File: config.mk
export PLATFORM = sky130hd
export DESIGN_NAME = iob_top
export DESIGN_NICKNAME = d
export VERILOG_FILES = /design/src/inc/iob_pkg.sv /design/src/iob_dec.sv /design/src/iob_line.sv /design/src/iob_top.sv
export SDC_FILE = /design/constraint.sdc
export NUM_CORES = 1
export LEC_CHECK = 0
export ABC_CLOCK_PERIOD_IN_PS = 800
export BUFFER_PORTS_ARGS = -buffer_cell sky130_fd_sc_hd__buf_2
export CAP_MARGIN = 40
export CORE_MARGIN = 1
export CORE_UTILIZATION = 40
export CTS_CLUSTER_SIZE = 24
export DETAILED_ROUTE_END_ITERATION = 10
export PLACE_DENSITY = 0.86
export SYNTH_ARGS = -nofsm -noshare
export SYNTH_HDL_FRONTEND = slang
export SYNTH_SLANG_ARGS = --single-unit
File: constraint.sdc
create_clock -name i_clk -period 0.8 [get_ports i_clk]
set_input_delay 0.08 -clock i_clk [delete_from_list [all_inputs] [get_ports i_clk]]
set_output_delay 0.08 -clock i_clk [all_outputs]
set_load 0.03 [all_outputs]
File: src/inc/iob_pkg.sv
package iob_pkg;

    // ------------------------------------------------------------------
    // Address layout
    // ------------------------------------------------------------------
    localparam int          ADDR_W         = 10;
    localparam int          BASE_LSB       = 5;
    localparam int          BASE_W         = 5;
    localparam logic [4:0]  OFS_PORT0_LO   = 5'h00;
    localparam logic [4:0]  OFS_PORT0_HI   = 5'h07;
    localparam logic [4:0]  OFS_PORT1_LO   = 5'h08;
    localparam logic [4:0]  OFS_PORT1_HI   = 5'h0F;
    localparam logic [4:0]  OFS_IRQ_STAT   = 5'h10;
    localparam int          IRQ_LEVELS     = 13;
    localparam int          IRQ_FIRST      = 3;
    localparam logic [7:0]  RST_DATA       = 8'h00;

    // ------------------------------------------------------------------
    // Types
    // ------------------------------------------------------------------
    typedef enum logic [1:0] {
        IOB_DIR_IDLE = 2'b00,
        IOB_DIR_TX   = 2'b01,
        IOB_DIR_RX   = 2'b11
    } iob_dir_e;

    typedef enum logic [1:0] {
        IOB_SEL_NONE  = 2'b00,
        IOB_SEL_PORT0 = 2'b01,
        IOB_SEL_PORT1 = 2'b10,
        IOB_SEL_STAT  = 2'b11
    } iob_sel_e;

    // Host register request
    typedef struct packed {
        logic [ADDR_W-1:0] addr;
        logic [7:0]        wdata;
        logic              wr;
        logic              rd;
        logic              dma;
    } iob_req_s;

    // Link-side pins of one port
    typedef struct packed {
        logic tx_data;
        logic tx_en;
        logic rx_en;
    } iob_line_s;

    // Local access towards a serial controller
    typedef struct packed {
        logic [2:0] reg_ofs;
        logic [7:0] wdata;
        logic       wr;
        logic       rd;
    } iob_ctl_s;

endpackage

File: src/iob_dec.sv
`timescale 1ns/10ps
module iob_dec (
    input  wire logic                       i_clk,
    input  wire logic                       i_nrst,
    input  wire logic [iob_pkg::ADDR_W-1:0] i_addr,
    input  wire logic                       i_io_cyc,
    input  wire logic [4:0]                 i_base_jmp,
    output logic                            o_hit,
    output iob_pkg::iob_sel_e               o_sel
);

    // ------------------------------------------------------------------
    // Combinational window decode
    // ------------------------------------------------------------------
    logic [4:0] base;
    logic [4:0] ofs;

    always_comb begin
        // Fitted jumper (1) means the bit must be zero
        base  = ~i_base_jmp;                                          // RULE_01 RULE_03
        ofs   = i_addr[iob_pkg::BASE_LSB-1:0];                        // RULE_04
        o_hit = i_io_cyc
              && (i_addr[iob_pkg::ADDR_W-1:iob_pkg::BASE_LSB] == base); // RULE_02 RULE_12
        if (!o_hit) begin
            o_sel = iob_pkg::IOB_SEL_NONE;
        end else if (ofs <= iob_pkg::OFS_PORT0_HI) begin
            o_sel = iob_pkg::IOB_SEL_PORT0;                           // RULE_13
        end else if (ofs <= iob_pkg::OFS_PORT1_HI) begin
            o_sel = iob_pkg::IOB_SEL_PORT1;                           // RULE_13
        end else if (ofs == iob_pkg::OFS_IRQ_STAT) begin
            o_sel = iob_pkg::IOB_SEL_STAT;                            // RULE_14
        end else begin
            o_sel = iob_pkg::IOB_SEL_NONE;
        end
    end

    // ------------------------------------------------------------------
    // Checks
    // ------------------------------------------------------------------
    window_match_a: assert property (@(posedge i_clk) disable iff (!i_nrst) // RULE_01
        o_hit |-> (i_addr[9:5] == ~i_base_jmp) && i_io_cyc)
        else $error("window hit with wrong upper address");

endmodule // iob_dec

File: src/iob_line.sv
`timescale 1ns/10ps
module iob_line (
    input  wire logic          i_clk,
    input  wire logic          i_nrst,
    input  wire logic          i_half_duplex_jumper,
    input  wire logic          i_full_duplex_jumper,
    input  wire logic          i_tx_req,
    input  wire logic          i_tx_data,
    output iob_pkg::iob_line_s o_line
);

    // ------------------------------------------------------------------
    // State
    // ------------------------------------------------------------------
    typedef struct packed {
        iob_pkg::iob_dir_e  dir;
        iob_pkg::iob_line_s line;
    } iob_line_state_s;

    iob_line_state_s st;
    iob_line_state_s next_st;
    logic            half;

    // Both jumpers fitted is a four-wire slave: shared bus, so one way at a time
    assign half = i_half_duplex_jumper;

    always_comb begin
        next_st              = st;
        next_st.line.tx_data = i_tx_data;
        if (half) begin
            next_st.dir = i_tx_req ? iob_pkg::IOB_DIR_TX : iob_pkg::IOB_DIR_RX; // RULE_06 RULE_10
            next_st.line.tx_en = i_tx_req;                                      // RULE_10
            next_st.line.rx_en = !i_tx_req;                                     // RULE_10
        end else if (i_full_duplex_jumper) begin
            next_st.dir        = iob_pkg::IOB_DIR_IDLE;
            next_st.line.tx_en = 1'b1;                                          // RULE_07 RULE_11
            next_st.line.rx_en = 1'b1;                                          // RULE_11
        end else begin
            next_st.dir        = iob_pkg::IOB_DIR_IDLE;
            next_st.line.tx_en = 1'b0;
            next_st.line.rx_en = 1'b0;
        end
    end

    always_ff @(posedge i_clk or negedge i_nrst) begin
        if (!i_nrst) begin
            st <= '0;
        end else begin
            st <= next_st;
        end
    end

    assign o_line = st.line;

    // ------------------------------------------------------------------
    // Checks
    // ------------------------------------------------------------------
    half_exclusive_a: assert property (@(posedge i_clk) disable iff (!i_nrst) // RULE_10
        $past(half) |-> !(o_line.tx_en && o_line.rx_en))
        else $error("half duplex port drives and listens together");

    full_both_a: assert property (@(posedge i_clk) disable iff (!i_nrst) // RULE_11
        $past(!half && i_full_duplex_jumper) |-> (o_line.tx_en && o_line.rx_en))
        else $error("full duplex port not open both ways");

    half_follows_a: assert property (@(posedge i_clk) disable iff (!i_nrst) // RULE_06
        (half && i_tx_req) |=> o_line.tx_en)
        else $error("half duplex transmit not enabled");

endmodule // iob_line

File: src/iob_top.sv
// Added by the designer: the address map and the plain strobed port.
`timescale 1ns/10ps
// What this block does
// (RULE_01) Fitted base jumper demands a zero address bit; absent jumper demands one.
// (RULE_02) Base is selectable anywhere from 000 to 3E0 hex.
// (RULE_03) Lines A9..A5 weigh 200,100,80,40,20 hex; absent jumpers sum.
// (RULE_04) Address bits 4..0 never join the base match; they pick registers.
// (RULE_05) One jumper-chosen interrupt level, 3 to 15, serves both ports.
// (RULE_06) Half-duplex jumper fitted gives a two-wire half-duplex port.
// (RULE_07) Full-duplex jumper fitted gives a four-wire full-duplex port; code goes half-duplex if the half-duplex jumper is fitted too.
// (RULE_08) Installer fits only full-duplex jumper for a four-wire master.
// (RULE_09) Installer fits both jumpers for a four-wire slave.
// (RULE_10) Half-duplex port never sends and receives at once.
// (RULE_11) Full-duplex port sends and receives at the same time.
// (RULE_12) Select only on non-DMA I/O cycles with matching upper address.
// (RULE_13) Offsets 0-7 reach first port controller, 8-F the second.
// (RULE_14) Offset 10h reads status: bit 0 first port, bit 1 second.
module iob_top (
    input  wire logic                       i_clk,
    input  wire logic                       i_nrst,
    input  wire logic [iob_pkg::ADDR_W-1:0] i_addr,
    input  wire logic [7:0]                 i_wdata,
    input  wire logic                       i_wr,
    input  wire logic                       i_rd,
    input  wire logic                       i_dma,
    input  wire logic [4:0]                 i_base_jmp,
    input  wire logic [12:0]                i_irq_jmp,
    input  wire logic [1:0]                 i_half_duplex_jumper,
    input  wire logic [1:0]                 i_full_duplex_jumper,
    input  wire logic [1:0]                 i_port_irq,
    input  wire logic [7:0]                 i_port0_rdata,
    input  wire logic [7:0]                 i_port1_rdata,
    input  wire logic [1:0]                 i_tx_req,
    input  wire logic [1:0]                 i_tx_data,
    output logic [7:0]                      o_rdata,
    output logic                            o_data_oe,
    output logic                            o_sel,
    output logic [12:0]                     o_irq,
    output iob_pkg::iob_ctl_s               o_port0_ctl,
    output iob_pkg::iob_ctl_s               o_port1_ctl,
    output iob_pkg::iob_line_s              o_line0,
    output iob_pkg::iob_line_s              o_line1
);

    // ------------------------------------------------------------------
    // State
    // ------------------------------------------------------------------
    typedef struct packed {
        logic [7:0]        rdata;
        logic              data_oe;
        logic              sel;
        logic [12:0]       irq;
        iob_pkg::iob_ctl_s ctl0;
        iob_pkg::iob_ctl_s ctl1;
        iob_pkg::iob_sel_e rd_sel;
    } iob_state_s;

    iob_state_s        st;
    iob_state_s        next_st;
    logic              hit;
    iob_pkg::iob_sel_e sel;
    logic              io_cyc;

    // ------------------------------------------------------------------
    // Address decode
    // ------------------------------------------------------------------
    assign io_cyc = (i_wr || i_rd) && !i_dma;                         // RULE_12

    iob_dec u_dec (
        .i_clk      (i_clk),
        .i_nrst     (i_nrst),
        .i_addr     (i_addr),
        .i_io_cyc   (io_cyc),
        .i_base_jmp (i_base_jmp),
        .o_hit      (hit),
        .o_sel      (sel)
    );

    // ------------------------------------------------------------------
    // Line mode per port
    // ------------------------------------------------------------------
    iob_line u_line0 (
        .i_clk                (i_clk),
        .i_nrst               (i_nrst),
        .i_half_duplex_jumper (i_half_duplex_jumper[0]),
        .i_full_duplex_jumper (i_full_duplex_jumper[0]),
        .i_tx_req             (i_tx_req[0]),
        .i_tx_data            (i_tx_data[0]),
        .o_line               (o_line0)
    );

    iob_line u_line1 (
        .i_clk                (i_clk),
        .i_nrst               (i_nrst),
        .i_half_duplex_jumper (i_half_duplex_jumper[1]),
        .i_full_duplex_jumper (i_full_duplex_jumper[1]),
        .i_tx_req             (i_tx_req[1]),
        .i_tx_data            (i_tx_data[1]),
        .o_line               (o_line1)
    );

    // ------------------------------------------------------------------
    // Next state
    // ------------------------------------------------------------------
    function automatic iob_pkg::iob_ctl_s mk_ctl(input logic en);
        iob_pkg::iob_ctl_s c;
        c.reg_ofs = i_addr[2:0];                                      // RULE_04
        c.wdata   = i_wdata;
        c.wr      = en && i_wr;
        c.rd      = en && i_rd;
        return c;
    endfunction

    always_comb begin
        next_st        = st;
        next_st.sel    = hit;                                          // RULE_12
        next_st.ctl0   = mk_ctl(sel == iob_pkg::IOB_SEL_PORT0);        // RULE_13
        next_st.ctl1   = mk_ctl(sel == iob_pkg::IOB_SEL_PORT1);        // RULE_13
        next_st.rd_sel = i_rd ? sel : iob_pkg::IOB_SEL_NONE;
        // Shared line: every jumpered level follows the OR of both ports
        next_st.irq    = (|i_port_irq) ? i_irq_jmp : 13'h0000;         // RULE_05
        // Read data stands only in the cycle after the strobe
        next_st.data_oe = hit && i_rd && (sel != iob_pkg::IOB_SEL_NONE); // RULE_12
        next_st.rdata   = iob_pkg::RST_DATA;
        case (sel)
            iob_pkg::IOB_SEL_PORT0: begin
                next_st.rdata = i_port0_rdata;                         // RULE_13
            end
            iob_pkg::IOB_SEL_PORT1: begin
                next_st.rdata = i_port1_rdata;                         // RULE_13
            end
            iob_pkg::IOB_SEL_STAT: begin
                next_st.rdata = {6'h00, i_port_irq};                   // RULE_14
            end
            default: begin
                next_st.rdata = 8'h00;
            end
        endcase
        if (!i_rd) begin
            next_st.rdata = 8'h00;
        end
    end

    always_ff @(posedge i_clk or negedge i_nrst) begin
        if (!i_nrst) begin
            st <= '0;
        end else begin
            st <= next_st;
        end
    end

    // ------------------------------------------------------------------
    // Outputs
    // ------------------------------------------------------------------
    assign o_rdata     = st.rdata;
    assign o_data_oe   = st.data_oe;
    assign o_sel       = st.sel;
    assign o_irq       = st.irq;
    assign o_port0_ctl = st.ctl0;
    assign o_port1_ctl = st.ctl1;

    // ------------------------------------------------------------------
    // Checks
    // ------------------------------------------------------------------
    no_dma_sel_a: assert property (@(posedge i_clk) disable iff (!i_nrst) // RULE_12
        i_dma |=> !o_sel)
        else $error("board selected during DMA cycle");

    drive_on_read_a: assert property (@(posedge i_clk) disable iff (!i_nrst) // RULE_12
        o_data_oe |-> $past(i_rd) && $past(hit))
        else $error("data driven without selected read");

    status_read_a: assert property (@(posedge i_clk) disable iff (!i_nrst) // RULE_14
        (i_rd && sel == iob_pkg::IOB_SEL_STAT) |=> o_rdata == {6'h00, $past(i_port_irq)})
        else $error("status read mismatch");

    port0_route_a: assert property (@(posedge i_clk) disable iff (!i_nrst) // RULE_13
        (hit && i_wr && i_addr[4:3] == 2'b00) |=> o_port0_ctl.wr && !o_port1_ctl.wr)
        else $error("low window not routed to first port");

    port1_route_a: assert property (@(posedge i_clk) disable iff (!i_nrst) // RULE_13
        (hit && i_wr && i_addr[4:3] == 2'b01) |=> o_port1_ctl.wr && !o_port0_ctl.wr)
        else $error("upper window not routed to second port");

    low_bits_free_a: assert property (@(posedge i_clk) disable iff (!i_nrst) // RULE_04
        (io_cyc && i_addr[9:5] == ~i_base_jmp) |-> hit)
        else $error("low address bits affected match");

    shared_irq_a: assert property (@(posedge i_clk) disable iff (!i_nrst) // RULE_05
        (|i_port_irq) |=> o_irq == $past(i_irq_jmp))
        else $error("shared interrupt not raised");

    irq_quiet_a: assert property (@(posedge i_clk) disable iff (!i_nrst) // RULE_05
        !(|i_port_irq) |=> o_irq == 13'h0000)
        else $error("interrupt raised without request");

endmodule // iob_top

==> flow_metrics.env <==
export IMPL_finalPower_mw=4.857
export IMPL_cp_start_kind="input port"
export IMPL_clk_pin_slew_ps=70
export IMPL_path_class="in -> reg"
export IMPL_drive_gt1_share_pct=58.43
export IMPL_whs_path_depth=2
export IMPL_final_cells=315
export IMPL_nets=333
export IMPL_die_area_um2=4390
export IMPL_grt_max_degree=45
export IMPL_drc=0
export IMPL_ys_seq_area_share_pct=66.67
export IMPL_rows=22
export IMPL_drt_pass1_iterations=4
export IMPL_cts_buffers=5
export IMPL_post_drt_wl_per_cell_um=14.44
export IMPL_grt_pass1_vias=1493
export IMPL_grt_usage_pct=22.51
export IMPL_port_buffers=121
export IMPL_finalHoldViolCount=0
export IMPL_place_congestion=0.7041
export IMPL_worst_slew_pin_slew_ps=246.2
export IMPL_min_from="i_irq_jmp[4]"
export IMPL_violations="negative setup slack"
export IMPL_num_vias=1469
export IMPL_hold_ws_ps=6.230
export IMPL_die_w_um=66.26
export IMPL_timing_final_crit_share_pct=120.3
export IMPL_outcome="complete, but fails checks"
export IMPL_path_max_fanout=10
export IMPL_hold_end="o_irq[4]"
export IMPL_slew_headroom_pct=83.12
export IMPL_dpl_cell_area_um2=2380
export IMPL_grt_pass1_wl_um=6913
export IMPL_utilization_pct=80.01
export IMPL_syn_nets=190
export IMPL_vias_per_cell=4.663
export IMPL_diodes=0
export IMPL_cts_root_buffer="clkbuf_8"
export IMPL_fin_tns_setup_ps=-7551
export IMPL_ys_ff_latch=44
export IMPL_coreArea_um2=3799
export IMPL_setup_viol=69
export IMPL_finalWirelength_um=4549
export IMPL_setup_ws_ps=-162.1
export IMPL_ir_drop_mv=0.8874
export IMPL_cp_required_ps=1010
export IMPL_clk_path_buf_depth=2
export IMPL_synth_warnings=0
export IMPL_overflow=0
export IMPL_antenna_found_initial=0
export IMPL_postRouteAntennaNets=0
export IMPL_drtIter0Drc=34
export IMPL_drv_slew=0
export IMPL_end_kind="flip-flop"
export IMPL_rsz0062_at_grt="yes"
export IMPL_maxCapViolCount=0
export IMPL_cts_tree="yes"
export IMPL_fin_area_um2=3039
export IMPL_period_minus_slack_ps=962.1
export IMPL_cts_num_sinks=44
export IMPL_max_freq_mhz=1039
export IMPL_synth_avg_cell_area_um2=13.43
export IMPL_cts_htree_levels=2
export IMPL_preCtsSetupSlack_ps=-504.6
export IMPL_start_util_pct=43.48
export IMPL_ys_types=25
export IMPL_fp_dieH_um=66.26
export IMPL_hpwl_um=2885
export IMPL_arrival_ps=1170
export IMPL_dpl_cell_count=288
export IMPL_power_density_nw_per_um2=1598
export IMPL_synth_cells=123
export IMPL_min_path_type="in -> reg"
export IMPL_area_growth_pct=84.01
export IMPL_io_pins=122
export IMPL_syn_area_um2=1652
export IMPL_power_leakage_nw=1.512
[synthesized netlist by cell type (all sizes together)]
master	count	area, um^2
dfrtp	44	1101
buf	14	108.9
nor2b	14	87.58
nor3	10	55.05
mux2i	8	80.08
nand2	8	30.03
nor2	4	15.01
xnor2	3	26.28
inv	2	7.510
nor4	2	12.51
o22a	2	17.52
or4	2	18.77
xor2	2	17.52
a2111oi	1	27.53
a21oi	1	5.000
clkbuf	1	3.750
mux2	1	11.26
nand3	1	5.000
nand3b	1	7.510
nor4b	1	8.760
o21ai	1	5.000
[layout make-up]
| class | count | area (um^2) |
|---|---|---|
| well taps | 48 | 60.06 |
| repair buffers | 151 | 1276 |
| flip-flops and latches | 44 | 1101 |
| clock buffers | 8 | 90.09 |
| multi-input cells | 62 | 504.2 |
| inverters | 2 | 7.507 |
| fillers | 209 | 759.5 |
[layer usage]
metal	share of wire [%]	wire length [um]	global-route usage [%]
met2	54	2447	42.86
met4	2.1	95	9.840
met3	12	527	8.276
met5	0	0	0
met1	32	1478	21.03
[cell families after synthesis]
family          count (synthesis)  synth area share, %
flops                          44                66.67
simple gates                   43                14.54
buf+inv                        17                7.272
mux                             9                5.530
compound gates                  5                3.333
xor+xnor                        5                2.652
[power by group]
part	internal, mW	leakage, nW	switching (mW)
registers	2.32	0.554	0.0620
clock network	0.703	0.0455	0.660
logic	0.551	0.912	0.563
[how the worst max path moves through the flow]
stage / start / to / cells after the start / slack, ps
3_5_place_dp: i_addr[9] / o_rdata[3] / 5 / -500
5_1_grt: i_addr[9] / o_rdata[6] / 5 / -200
2_1_floorplan: i_addr[9] / o_rdata[2] / 5 / -350
6_report: i_addr[9] / o_rdata[6] / 5 / -160
4_1_cts: i_addr[9] / o_rdata[4] / 5 / -150
3_3_place_gp: i_addr[0] / o_rdata[0] / 4 / -430
[critical path, stage by stage]
cell and delay, ps:
buf_6 90, xnor2_1 110, or4_4 590, buf_12 180, nor3_2 120
[registers in the layout, indices dropped and copies added, names as in the netlist]
name / count
o_irq: 13
o_port1_ctl: 13
o_rdata: 8
u_line0.o_line: 3
u_line1.o_line: 3
o_port0_ctl: 2
o_data_oe: 1
o_sel: 1
[timing repair]
| item | in CTS | in global routing |
|---|---|---|
| setup endpoints to repair | 69 | 69 |
| resized for setup | 115 | 1 |
| pin swaps | 3 | 1 |
| endpoints found under the hold margin | 59 | 1 |
| buffers inserted | 1 | 0 |
| hold buffers | 17 | 1 |
[placed cells by master (no fill, tap or decap), types with 6 or more instances in the layout]
cell | Yosys | final
clkbuf_8 | 0 | 6
buf_6 | 2 | 58
buf_4 | 11 | 9
nor2b_1 | 14 | 14
mux2i_1 | 8 | 8
buf_2 | 0 | 63
nor3_2 | 1 | 9
dlygate4sd3_1 | 0 | 18
dfrtp_1 | 44 | 44
nand2_1 | 8 | 8
(Power assumes the default switching activity.)
